--- src/dgcfg_defines.svh ---
// Register offsets, field positions and reset values of the gain slice
`ifndef DGCFG_DEFINES_SVH
`define DGCFG_DEFINES_SVH
`define DGCFG_SEC_GAIN_ADDR   7'h6C
`define DGCFG_PRI_GAIN_ADDR   7'h6D
`define DGCFG_PHASE_LO_ADDR   7'h70
`define DGCFG_GAIN_RESET      8'hC2
`define DGCFG_PHASE_RESET     8'h00
`define DGCFG_SEL_ON_BIT      7
`define DGCFG_ANALOG_HI       6
`define DGCFG_ANALOG_LO       4
`define DGCFG_DIGITAL_HI      2
`define DGCFG_DIGITAL_LO      0
`endif

--- src/dgcfg_pkg.sv ---
// Types shared by the gain configuration slice
package dgcfg_pkg;
    typedef logic [7:0] dgcfg_byte_t;
    typedef logic [2:0] dgcfg_gain_t;
    typedef struct packed {
        dgcfg_byte_t sec_gain;
        dgcfg_byte_t pri_gain;
        dgcfg_byte_t phase_lo;
        dgcfg_byte_t rd_data;
    } dgcfg_state_s;
endpackage : dgcfg_pkg

--- src/dgcfg_regs.sv ---
// Detector gain registers for the two loops plus phase shift low byte
`timescale 1ns/1ns
`include "dgcfg_defines.svh"
module dgcfg_regs
    import dgcfg_pkg::*;
#(
    parameter int ADDR_W = 7
) (
    input  wire logic              clock,
    input  wire logic              rst,
    input  wire logic              clk_en,
    input  wire logic [ADDR_W-1:0] addr,
    input  wire logic              wr_en,
    input  wire logic              rd_en,
    input  wire logic [7:0]        wr_data,
    output logic      [7:0]        rd_data,
    input  wire logic              sec_analog_mode,
    input  wire logic              sec_ref_above_8k,
    input  wire logic              pri_analog_mode,
    input  wire logic              pri_ref_above_8k,
    output logic                   secondary_gain_select_on,
    output logic                   primary_gain_select_on,
    output logic                   sec_gain_valid,
    output logic      [2:0]        sec_gain,
    output logic                   pri_gain_valid,
    output logic      [2:0]        pri_gain,
    output logic      [7:0]        phase_shift_low
);
    // Offsets need seven address bits; narrower buses alias registers
    if (ADDR_W < 7) begin : g_bad_addr_w
        $error("ADDR_W must be at least 7");
    end

    dgcfg_state_s st_r;
    dgcfg_state_s st_nxt;

    // Gain choice for one loop from its register and locking mode
    function automatic logic [3:0] pick_gain(
        input dgcfg_byte_t r,
        input logic        analog,
        input logic        above_8k
    );
        logic [3:0] res;
        res = 4'h0;
        if (r[`DGCFG_SEL_ON_BIT]) begin
            if (!analog) begin
                res = {1'b1, r[`DGCFG_DIGITAL_HI:`DGCFG_DIGITAL_LO]};
            end else if (above_8k) begin
                res = {1'b1, r[`DGCFG_ANALOG_HI:`DGCFG_ANALOG_LO]};
            end
        end
        return res;
    endfunction : pick_gain

    always_comb begin
        st_nxt = st_r;
        if (wr_en) begin
            unique case (addr)
                ADDR_W'(`DGCFG_SEC_GAIN_ADDR): st_nxt.sec_gain = wr_data;
                ADDR_W'(`DGCFG_PRI_GAIN_ADDR): st_nxt.pri_gain = wr_data;
                ADDR_W'(`DGCFG_PHASE_LO_ADDR): st_nxt.phase_lo = wr_data;
                default: ;
            endcase
        end
        if (rd_en) begin
            // Unmapped addresses read as zero
            unique case (addr)
                ADDR_W'(`DGCFG_SEC_GAIN_ADDR): st_nxt.rd_data = st_r.sec_gain;
                ADDR_W'(`DGCFG_PRI_GAIN_ADDR): st_nxt.rd_data = st_r.pri_gain;
                ADDR_W'(`DGCFG_PHASE_LO_ADDR): st_nxt.rd_data = st_r.phase_lo;
                default: st_nxt.rd_data = 8'h00;
            endcase
        end
    end

    always_ff @(posedge clock) begin
        if (rst) begin
            st_r.sec_gain <= `DGCFG_GAIN_RESET;
            st_r.pri_gain <= `DGCFG_GAIN_RESET;
            st_r.phase_lo <= `DGCFG_PHASE_RESET;
            st_r.rd_data  <= 8'h00;
        end else if (clk_en) begin
            st_r <= st_nxt;
        end
    end

    logic [3:0] sec_pick;
    logic [3:0] pri_pick;
    assign sec_pick = pick_gain(st_r.sec_gain, sec_analog_mode,
                                sec_ref_above_8k);
    assign pri_pick = pick_gain(st_r.pri_gain, pri_analog_mode,
                                pri_ref_above_8k);

    assign rd_data                  = st_r.rd_data;
    assign phase_shift_low          = st_r.phase_lo;
    assign secondary_gain_select_on = st_r.sec_gain[`DGCFG_SEL_ON_BIT];
    assign primary_gain_select_on   = st_r.pri_gain[`DGCFG_SEL_ON_BIT];
    assign sec_gain_valid           = sec_pick[3];
    assign sec_gain                 = sec_pick[2:0];
    assign pri_gain_valid           = pri_pick[3];
    assign pri_gain                 = pri_pick[2:0];
endmodule : dgcfg_regs

--- config.mk ---
export PLATFORM = sky130hd
export DESIGN_NAME = dgcfg_regs
export DESIGN_NICKNAME = d
export VERILOG_FILES = /design/src/dgcfg_pkg.sv /design/src/dgcfg_regs.sv
export VERILOG_INCLUDE_DIRS = /design/src /design/src/src
export SDC_FILE = /design/constraint.sdc
export NUM_CORES = 1
export LEC_CHECK = 0
export BUFFER_PORTS_ARGS = -buffer_cell sky130_fd_sc_hd__buf_2
export CORE_MARGIN = 10
export CORE_UTILIZATION = 53
export CTS_CLUSTER_SIZE = 28
export DETAILED_ROUTE_END_ITERATION = 8
export PLACE_DENSITY = 0.88
export RECOVER_POWER = 100
export SYNTH_ARGS = -nofsm -noshare
export SYNTH_HDL_FRONTEND = slang
export SYNTH_SLANG_ARGS = --single-unit
export TNS_END_PERCENT = 5
--- constraint.sdc ---
create_clock -name clock -period 2.5 [get_ports clock]
set_clock_uncertainty 0.15 [all_clocks]
set_input_delay 0.375 -clock clock [delete_from_list [all_inputs] [get_ports clock]]
set_output_delay 0.375 -clock clock [all_outputs]
set_load 0.1 [all_outputs]
==> summary.txt, run 1 <==
Run status = complete, no violations
Total vias in the final route = 1740
Final #Nets = 268
Number of global-route vias before repair = 1677
Peak supply drop = 368.8 uV
Setup repair after global routing missed its margin = false
Largest stage delay on the critical path = 0.89 ns
Top cell type by total area after synthesis = sky130_fd_sc_hd__dfxtp_1
Switching power = 297.2 uW
PD cells = 489.0 nW/um^2
Antenna violations before repair = 0
Category of the worst setup path capture point = primary output
Number of detailed-route iterations in the first pass = 4
Seq/Total Area, Yosys = 32.80%
Top-area cell type share of the netlist area = 32.80%
Area Overhead vs Synth = 8.200%
Net count of the mapped netlist = 244
TritonCTS Buffers = 5
Final max-slew violation count = 0
Most frequently used flop master after synthesis = sky130_fd_sc_hd__dfxtp_1
Largest net degree at the start of global routing = 25
Async set or reset register ratio after synthesis = 0%
Number of primary I/O pins = 50
Number of H-tree levels = 2
Clk_lat worst skew = 0.29 ns
Count of yosys warnings during synthesis = 0
Placement Cell Area = 2103 sq um
Library cell with the highest instance count after synthesis = sky130_fd_sc_hd__dfxtp_1
Worst Path Required = 1.98 ns
Vias per cell = 6.000
Postcts setup bufs = 0
Max Root-Sink Buffers = 2
Critical-path top delay cell = sky130_fd_sc_hd__clkbuf_1
Residual antenna-violating net count after detailed routing = 0
Share of power burned in the clock network = 36.7%
Core ar. = 3442 sq um
Drt drc = 0
Detail Placement HPWL = 3870 um
Worst-path clk slew = 0.07 ns
Total of buffers placed on input and output ports = 49
# diodes = 0
Clock tree root driver cell = sky130_fd_sc_hd__clkbuf_8
Synthesized area per cell = 8.878 sq um
Number of cells after detailed placement = 283
Cell type group with the largest total delay on the critical path = buffers and inverters
Count of maximum capacitance violations = 0
Area of the mapped netlist = 1953 sq um
Fraction of power consumed by combinational cells = 13.9%
Worst-margin pin slew = 1.184 ns
Cell internal power dissipation = 736.3 uW
FF+latch count, synth = 32
Initial Util = 56.74%
Post-cts resize count = 0
Final std cell area, no fill = 2113 sq um
Largest cells by area after synthesis = sky130_fd_sc_hd__dfxtp_1 33%, sky130_fd_sc_hd__mux2i_1 8.2%, sky130_fd_sc_hd__a221oi_2 6.1%, sky130_fd_sc_hd__buf_4 6.1%, sky130_fd_sc_hd__nand2_1 6.0%
Portion of total power attributed to sequential cells = 49.4%
Die span in y = 80.71 um
Total global routing overflow = 0
Fraction of the cycle the final worst path needs = 85.46%
Count of buffer and inverter cells on the critical path = 1
Final cell count without fillers = 290
Net switching share of the total power = 28.76%
Number of cells produced by synthesis = 220
Standby leakage power = 0.0007831 uW
Final setup violation count = 0
Die ar. = 6513 sq um
Minimum hold slack = 0.2019 ns
Biggest fanout along the worst timing path = 7
Cell variety after synth = 35
Share of post-route cells with drive strength above 1 = 20.49%
Arr. time, crit path = 1.61 ns
Number of endpoints with negative hold slack in the final report = 0
Achievable Freq = 468.1 MHz
Top post-synthesis cells by count = 32 x sky130_fd_sc_hd__dfxtp_1, 31 x sky130_fd_sc_hd__nand2_1, 16 x sky130_fd_sc_hd__buf_4, 16 x sky130_fd_sc_hd__mux2i_1, 13 x sky130_fd_sc_hd__clkbuf_1
Min-Delay Path Class = primary input to flip-flop
Clock tree from TritonCTS = built
Weighted congestion at the end of routability-driven global placement = 0.8383
Classification of the worst setup path = flip-flop to primary output
Floorplan die width = 80.71 um
Critical Path Source Type = flip-flop
Total routed wirelength = 5137 um
Final critical path time including I/O delays and setup = 2.136 ns
First-iteration detailed-routing DRC count = 210
Num Clock Sinks = 32
Row Count = 21
Post-CTS Hold Fix Bufs = 0
Sequence of cells on the critical path = clkbuf_1
Number of enable-type register cells in the synthesized netlist = 0
Total Routing Usage GR = 16.14%
Wire length of the first global-routing pass = 8321 um
Final routed wire length divided by cell count = 17.71 um
Final setup TNS = 0 ns
Slew margin rel. = 21.42%
[power by group through the flow]
stage	logic [uW]	registers, uW	clock network [uW]
floorplan	103	522	0
global placement	142	522	0
detailed placement	145	522	0
CTS	146	511	384
global route	154	510	412
finish	144	511	379
[through the flow]
stage / worst slack, ns / util [%] / power, uW
after floorplan: -0.01996 / - / 625.4
after global placement: 0.4809 / 61.11 / 664.2
after detailed placement: 0.4619 / 61.11 / 667.4
after CTS: 0.6105 / 63.36 / 1041
after global routing: 0.2943 / 61.40 / 1076
final: 0.3636 / 61.40 / 1033
[cell type report]
cell class	instances	area (sq um)
clock inverter	1	5.005
multi-input combinational	150	1089
tap	46	57.56
sequential	32	640.6
timing repair buffer	52	237.7
clock buffer	6	72.57
fill	327	1329
inverter	3	11.26
[sequential cells by signal (all words and copies together), names as in the netlist]
signal,count
st_r,14
phase_shift_low,8
rd_data,8
primary_gain_select_on,1
secondary_gain_select_on,1
[worst reg2reg max path: cells and delay by family, from the launching register on]
kind	cells	cell delay, ns
AO/OA/AOI/OAI	2	0.35
flip-flops	1	0.36
AND/OR/NAND/NOR	1	0.32
[metal layers]
layer	global-route usage, %	share of wire (%)
met2	25.00	46
met1	20.09	44
met3	4.900	7.8
met5	0	0
met4	7.266	2.3
[worst paths after layout]
path                            start                  endpoint  slack (ns)  depth (start not counted)
max          secondary_gain_select_on  secondary_gain_select_on        0.36                          1
min reg2reg                  st_r[27]                  st_r[27]        0.32                          2
max reg2reg        phase_shift_low[6]                rd_data[6]        1.24                          3
min                        wr_data[5]                  st_r[21]        0.20                          3
[cells by family (layout without fill, tap and decap cells)]
kind of cell,count (synthesis),count (layout),synth area share (%)
AND/OR/NAND/NOR,85,85,27.23
AO/OA/AOI/OAI,49,49,20.69
buffers and inverters,38,62,11.08
flip-flops,32,32,32.80
multiplexers,16,16,8.200
[cells in the final DEF (no fill, tap or decap), types with 7 or more instances in the layout]
cell type                  count
sky130_fd_sc_hd__a32oi_1       8
sky130_fd_sc_hd__nor2_1        7
sky130_fd_sc_hd__nand2_1      31
sky130_fd_sc_hd__buf_2        20
sky130_fd_sc_hd__o21ai_1       8
sky130_fd_sc_hd__clkbuf_2      8
sky130_fd_sc_hd__a21boi_2      8
sky130_fd_sc_hd__mux2i_1      16
sky130_fd_sc_hd__and4b_1       9
sky130_fd_sc_hd__dfxtp_1      32
sky130_fd_sc_hd__clkbuf_1     23
sky130_fd_sc_hd__nand3_1       7
No activity file was read; power rests on OpenSTA's default activity.
==> inputs of run 2 (changes only) <==
--- a/config.mk
+++ b/config.mk
@@ -13,6 +13,7 @@
 export DETAILED_ROUTE_END_ITERATION = 8
 export PLACE_DENSITY = 0.88
 export RECOVER_POWER = 100
+export REMOVE_ABC_BUFFERS = 1
 export SYNTH_ARGS = -nofsm -noshare
 export SYNTH_HDL_FRONTEND = slang
 export SYNTH_SLANG_ARGS = --single-unit
==> summary.txt, run 2 (synthesis gave the netlist of run 1 again) <==
Drt drc = 0 (unchanged)
Number of fill cells = 309 (-5.5%)
Cell internal power dissipation = 772.1 uW (+4.9%)
Setup repair after global routing missed its margin = false
Max Root-Sink Buffers = 2 (unchanged)
Final routed wire length divided by cell count = 17.64 um (-0.43%)
Share of power burned in the clock network = 38.4% (+1.7 points)
Fraction of the cycle the final worst path needs = 86.73% (+1.3 points)
Arr. time, crit path = 1.64 ns (+0.03 ns)
Critical path depth = 1 (unchanged)
Largest stage delay on the critical path = 0.90 ns (about the same)
Die span in y = 80.71 um (unchanged)
Number of primary I/O pins = 50 (unchanged)
Category of the worst setup path capture point = primary output
Run status = complete, no violations
PD cells = 498.7 nW/um^2 (+2.0%)
Clock tree root driver cell = sky130_fd_sc_hd__clkbuf_8
Standby leakage power = 0.0007939 uW (+1.4%)
Largest net degree at the start of global routing = 25 (unchanged)
Number of detailed-route iterations in the first pass = 4 (unchanged)
Wire length of the first global-routing pass = 8411 um (+1.1%)
Worst Path Required = 1.98 ns (about the same)
Peak supply drop = 213.5 uV (-42%)
Total routed wirelength = 5150 um (+0.25%)
Clock tree from TritonCTS = built
Final max-slew violation count = 0 (unchanged)
Overall power consumption = 1065 uW (+3.1%)
Sequence of cells on the critical path = clkbuf_1
Total vias in the final route = 1776 (+2.1%)
Detail Placement HPWL = 3839 um (-0.82%)
Min-Delay Path Class = primary input to flip-flop
Most common library cell in the layout ignoring fill and taps = sky130_fd_sc_hd__dfxtp_1
Floorplan die width = 80.71 um (unchanged)
Largest Register = st_r
Slew margin rel. = 21.27% (-0.15 points)
Count of cells along the worst register-to-register path = 3 (unchanged)
Core ar. = 3442 sq um (unchanged)
Portion of total power attributed to sequential cells = 48.0% (-1.4 points)
Net switching share of the total power = 27.51% (-1.2 points)
Cell type group with the largest total delay on the critical path = buffers and inverters
Critical-path top delay cell = sky130_fd_sc_hd__clkbuf_1
Hold path depth = 3 (unchanged)
Biggest fanout along the worst timing path = 7 (unchanged)
Total of buffers placed on input and output ports = 49 (unchanged)
Total global routing overflow = 0 (unchanged)
Worst-margin pin slew = 1.186 ns (+0.002277 ns)
Post-layout util = 62.05% (+0.65 points)
Count of maximum capacitance violations = 0 (unchanged)
Vias per cell = 6.082 (+1.4%)
Die ar. = 6513 sq um (unchanged)
Count of buffer and inverter cells on the critical path = 1 (unchanged)
Post-CTS Hold Fix Bufs = 0 (unchanged)
Row Count = 21 (unchanged)
Final setup TNS = 0 ns (unchanged)
Final critical path time including I/O delays and setup = 2.168 ns (+0.03174 ns)
Worst-path clk slew = 0.07 ns (about the same)
Commonest non-fill, non-tap cells in the layout = 32 x sky130_fd_sc_hd__dfxtp_1, 31 x sky130_fd_sc_hd__nand2_1, 23 x sky130_fd_sc_hd__clkbuf_1
Number of endpoints with negative hold slack in the final report = 0 (unchanged)
Num Clock Sinks = 32 (unchanged)
Post-cts resize count = 0 (unchanged)
FF-to-FF setup slack = 1.24 ns (about the same)
Switching power = 293.0 uW (-1.4%)
Initial Util = 56.74% (unchanged)
Final cell count without fillers = 292 (+0.69%)
Total Routing Usage GR = 16.11% (-0.022 points)
Number of global-route vias before repair = 1658 (-1.1%)
Area Overhead vs Synth = 9.353%
Residual antenna-violating net count after detailed routing = 0 (unchanged)
Share of post-route cells with drive strength above 1 = 19.92% (-0.57 points)
Number of cells after detailed placement = 284 (+0.35%)
Antenna violations before repair = 0 (unchanged)
Flip-flop count of the largest register after layout = 14 (unchanged)
Clk_lat worst skew = 0.29 ns (about the same)
# diodes = 0 (unchanged)
Achievable Freq = 461.2 MHz (-1.5%)
TritonCTS Buffers = 5 (unchanged)
Final #Nets = 269 (+0.37%)
Weighted congestion at the end of routability-driven global placement = 0.8553 (+2.0%)
Final setup violation count = 0 (unchanged)
Classification of the worst setup path = flip-flop to primary output
First-iteration detailed-routing DRC count = 136 (-35%)
Postcts setup bufs = 0 (unchanged)
Number of H-tree levels = 2 (unchanged)
Critical Path Source Type = flip-flop
Fraction of power consumed by combinational cells = 13.7% (-0.2 points)
==> run 2: cell type report <==
class / instances / area [sq um] / share of cell area, %
Timing Repair Buffer: 53 / 246.5 / 11.54
Sequential cell: 32 / 640.6 / 29.99
Clock buffer: 8 / 90.09 / 4.218
Inverter: 3 / 11.26 / 0.5272
Tap cell: 46 / 57.56 / 2.695
Multi-Input combinational cell: 150 / 1090 / 51.03
==> run 2: metal layers <==
layer | vias to the layer above | global-route usage, % | wire length (um)
met3 | 10 | 6.793 | 481
met1 | 839 | 18.55 | 2158
li1 | 856 | - | -
met2 | 71 | 26.43 | 2434
met4 | 0 | 5.190 | 76
met5 | - | 0 | 0
==> run 2: final timing paths <==
check                           endpoint                    from
hold / removal                  st_r[16]              wr_data[0]
setup reg to reg              rd_data[5]      phase_shift_low[5]
setup / recovery  primary_gain_select_on  primary_gain_select_on
hold reg to reg                 st_r[27]                st_r[27]
==> run 2: power by group through the flow <==
stage / Sequential [uW] / Combinational (uW) / Clock [uW]
after floorplan: 523 / 80.1 / 0
after detailed placement: 522 / 145 / 0
final: 511 / 146 / 409
after global routing: 511 / 156 / 434
after global placement: 522 / 141 / 0
after CTS: 511 / 145 / 413
==> run 2: worst reg2reg max path: cells and delay by family, from the launching register on <==
| kind | cells | cell delay [ns] |
|---|---|---|
| compound gates | 2 | 0.43 |
| flops | 1 | 0.36 |
| simple gates | 1 | 0.25 |
==> run 2: stage by stage <==
stage / hold slack [ns] / setup slack [ns] / area, sq um
after floorplan: 0.2842 / -1.302 / 1748
after global placement: 0.2935 / 0.4868 / 2081
after detailed placement: 0.3014 / 0.4027 / 2081
after CTS: 0.1971 / 0.5436 / 2171
after global routing: 0.2088 / 0.2372 / 2136
final: 0.1930 / 0.3318 / 2136
==> inputs of run 3 (changes only) <==
--- a/config.mk
+++ b/config.mk
@@ -6,12 +6,13 @@
 export SDC_FILE = /design/constraint.sdc
 export NUM_CORES = 1
 export LEC_CHECK = 0
+export ABC_AREA = 1
 export BUFFER_PORTS_ARGS = -buffer_cell sky130_fd_sc_hd__buf_2
 export CORE_MARGIN = 10
-export CORE_UTILIZATION = 53
+export CORE_UTILIZATION = 51
 export CTS_CLUSTER_SIZE = 28
 export DETAILED_ROUTE_END_ITERATION = 8
-export PLACE_DENSITY = 0.88
+export PLACE_DENSITY = 0.87
 export RECOVER_POWER = 100
 export REMOVE_ABC_BUFFERS = 1
 export SYNTH_ARGS = -nofsm -noshare
==> summary.txt, run 3 <==
Run status = complete, no violations
Cell type group with the largest total delay on the critical path = buffers and inverters
Number of enable-type register cells in the synthesized netlist = 0 (unchanged)
Postcts setup bufs = 0 (unchanged)
Share of post-route cells with drive strength above 1 = 18.09% (-1.8 points)
Number of endpoints with negative hold slack in the final report = 0 (unchanged)
Die ar. = 6149 sq um (-5.6%)
Sequence of cells on the critical path = clkbuf_1
Total of buffers placed on input and output ports = 49 (unchanged)
Final setup TNS = 0 ns (unchanged)
Final std cell area, no fill = 1881 sq um (-12%)
Floorplan die width = 78.42 um (-2.8%)
Largest stage delay on the critical path = 0.88 ns (-0.02 ns)
Net switching share of the total power = 30.01% (+2.5 points)
Max Root-Sink Buffers = 2 (unchanged)
Critical-path top delay cell = sky130_fd_sc_hd__clkbuf_1
Share of power burned in the clock network = 30.5% (-7.9 points)
FF-to-FF setup slack = 1.45 ns (+0.21 ns)
Final #Nets = 306 (+14%)
Simple-gate area share of the yosys netlist = 36.09% (+8.9 points)
Synthesized area per cell = 7.046 sq um (-21%)
Top post-synthesis cells by count = 63 x sky130_fd_sc_hd__nand2_1, 34 x sky130_fd_sc_hd__nand3_1, 32 x sky130_fd_sc_hd__dfxtp_1
Most frequently used flop master after synthesis = sky130_fd_sc_hd__dfxtp_1
Core ar. = 3311 sq um (-3.8%)
Fraction of the mapped netlist area in adder cells = 0% (unchanged)
Count of maximum capacitance violations = 0 (unchanged)
Standby leakage power = 0.0007892 uW (-0.59%)
TritonCTS Buffers = 5 (unchanged)
Number of primary I/O pins = 50 (unchanged)
Post-layout util = 56.80% (-5.2 points)
WHS Endpoint = st_r[30]
Row Count = 21 (unchanged)
Biggest fanout along the worst timing path = 3 (-4)
Hold_sp = wr_data[6]
Classification of the worst setup path = flip-flop to primary output
Area of the mapped netlist = 1740 sq um (-11%)
Fraction of power consumed by combinational cells = 13.6% (about the same)
Fraction of the cycle the final worst path needs = 84.64% (-2.1 points)
Arr. time, crit path = 1.59 ns (-0.05 ns)
Vias per cell = 5.146 (-15%)
Wire length of the first global-routing pass = 7293 um (-13%)
First-iteration detailed-routing DRC count = 159 (+17%)
Peak supply drop = 320.3 uV (+50%)
Worst-path clk slew = 0.10 ns (+0.03 ns)
Number of cells produced by synthesis = 247 (+12%)
Clock tree from TritonCTS = built
Switching power = 274.0 uW (-6.5%)
Total Routing Usage GR = 14.23% (-1.9 points)
Cell variety after synth = 23 (-34%)
Most common library cell in the layout ignoring fill and taps = sky130_fd_sc_hd__nand2_1
Post-synthesis share of cell area spent on xor and xnor gates = 0% (unchanged)
Commonest non-fill, non-tap cells in the layout = 64 x sky130_fd_sc_hd__nand2_1, 35 x sky130_fd_sc_hd__nand3_1, 32 x sky130_fd_sc_hd__dfxtp_1
Largest family of logic cells by synthesized area = simple AND/OR/NAND/NOR gates
# diodes = 0 (unchanged)
Seq/Total Area, Yosys = 36.81% (+4.0 points)
Category of the worst setup path capture point = primary output
Min-Delay Path Class = primary input to flip-flop
Portion of total power attributed to sequential cells = 56.0% (+8.0 points)
Detail Placement HPWL = 3367 um (-12%)
Largest Register = st_r
Overall power consumption = 913.0 uW (-14%)
Area Overhead vs Synth = 8.052%
Flip-flop count of the largest register after layout = 14 (unchanged)
Num Clock Sinks = 32 (unchanged)
Placement Cell Area = 1884 sq um (-9.4%)
Final critical path time including I/O delays and setup = 2.116 ns (-0.05211 ns)
Residual antenna-violating net count after detailed routing = 0 (unchanged)
Count of yosys warnings during synthesis = 0 (unchanged)
Achievable Freq = 472.6 MHz (+2.5%)
Worst reg2reg endpoint = rd_data[6]
Async set or reset register ratio after synthesis = 0% (unchanged)
Setup repair after global routing missed its margin = false
Total global routing overflow = 0 (unchanged)
Count of cells along the worst register-to-register path = 4 (+1)
Final max-slew violation count = 0 (unchanged)
Top cell type by total area after synthesis = sky130_fd_sc_hd__dfxtp_1
Slew margin rel. = 10.41% (-11 points)
Clock tree root driver cell = sky130_fd_sc_hd__clkbuf_4
Cell internal power dissipation = 639.1 uW (-17%)
Drt drc = 0 (unchanged)
Worst reg2reg path startpoint = st_r[22]
Number of detailed-route iterations in the first pass = 4 (unchanged)
Hold path depth = 3 (unchanged)
Total routed wirelength = 4355 um (-15%)
Compound-Gate Fraction of Synth Area = 11.79% (-8.9 points)
Number of H-tree levels = 2 (unchanged)
Critical Path Source Type = flip-flop
Initial Util = 52.57% (-4.2 points)
Final routed wire length divided by cell count = 13.28 um (-25%)
FF+latch count, synth = 32 (unchanged)
Multiplexer area fraction after synthesis = 0% (-8.2 points)
Largest net degree at the start of global routing = 20 (-20%)
Final setup violation count = 0 (unchanged)
PD cells = 485.5 nW/um^2 (-2.7%)
Total vias in the final route = 1688 (-5.0%)
Post-CTS Hold Fix Bufs = 0 (unchanged)
Number of global-route vias before repair = 1594 (-3.9%)
Clk_lat worst skew = 0.33 ns (+0.04 ns)
Post-cts resize count = 0 (unchanged)
Library cell with the highest instance count after synthesis = sky130_fd_sc_hd__nand2_1
Die span in y = 78.42 um (-2.8%)
Largest cells by area after synthesis = sky130_fd_sc_hd__dfxtp_1 37%, sky130_fd_sc_hd__nand2_1 14%, sky130_fd_sc_hd__nand3_1 9.8%, sky130_fd_sc_hd__buf_4 6.9%, sky130_fd_sc_hd__inv_1 5.6%
Weighted congestion at the end of routability-driven global placement = 0.8446 (-1.3%)
Antenna violations before repair = 0 (unchanged)
Count of buffer and inverter cells on the critical path = 1 (unchanged)
Worst Path Required = 1.98 ns (about the same)
Worst-margin pin slew = 1.339 ns (+0.1529 ns)
Top-area cell type share of the netlist area = 36.81% (+4.0 points)
run 3: cell types whose count changed after synthesis, moves of 9 or more:
| cell | change |
|---|---|
| sky130_fd_sc_hd__nand2_1 | +32 |
| sky130_fd_sc_hd__nand3_1 | +27 |
| sky130_fd_sc_hd__inv_1 | +24 |
| sky130_fd_sc_hd__mux2i_1 | -16 |
| sky130_fd_sc_hd__a21oi_1 | +11 |
| sky130_fd_sc_hd__clkbuf_1 | -11 |
| sky130_fd_sc_hd__and4b_1 | -9 |
run 3: layout make-up:
cell class	count	area [sq um]
tap	46	57.56
clock inverter	2	12.51
multi-input combinational	166	803.3
fill	370	1430
clock buffer	5	37.54
timing repair buffer	49	221.5
inverter	28	107.6
sequential	32	640.6
run 3: through the flow:
step / cells / worst slack, ns / hold slack [ns]
6_report: 328 / 0.3839 / 0.1260
5_1_grt: 328 / 0.2743 / 0.1291
4_1_cts: 328 / 0.5824 / 0.1186
3_5_place_dp: 321 / 0.7358 / 0.3069
3_3_place_gp: 321 / 0.7787 / 0.3064
2_1_floorplan: 226 / -0.7121 / 0.2874
run 3: cells by family after synthesis:
group,after synthesis
compound gates,34
buf+inv,49
flops,32
simple gates,132
run 3: per-layer routing:
layer	vias to the layer above	global-route usage, %	wire length (um)
met3	5	5.923	437
met4	0	3.405	34
met5	-	0	0
li1	857	-	-
met1	758	17.37	1904
met2	68	22.70	1978
run 3: worst max path at each step:
stage	cells past startpoint	slack, ns	startpoint	to
final	1	0.38	phase_shift_low[2]	phase_shift_low[2]
after detailed placement	5	0.74	pri_analog_mode	pri_gain[2]
after global routing	7	0.27	addr[6]	st_r[27]
after floorplan	2	-0.71	primary_gain_select_on	pri_gain[0]
after global placement	5	0.78	pri_analog_mode	pri_gain[2]
after CTS	3	0.58	st_r[22]	pri_gain[2]
run 3: power groups by stage:
| stage | registers, uW | clock network [uW] | logic (uW) |
|---|---|---|---|
| floorplan | 527 | 0 | 76.5 |
| global placement | 523 | 0 | 125 |
| detailed placement | 523 | 0 | 127 |
| CTS | 511 | 283 | 128 |
| global route | 511 | 309 | 133 |
| finish | 511 | 278 | 124 |
run 3: tightest hold or removal path, delay by kind of cell:
family | cells | cell delay [ns]
buffers and inverters | 1 | 0.10
AND/OR/NAND/NOR | 2 | 0.10
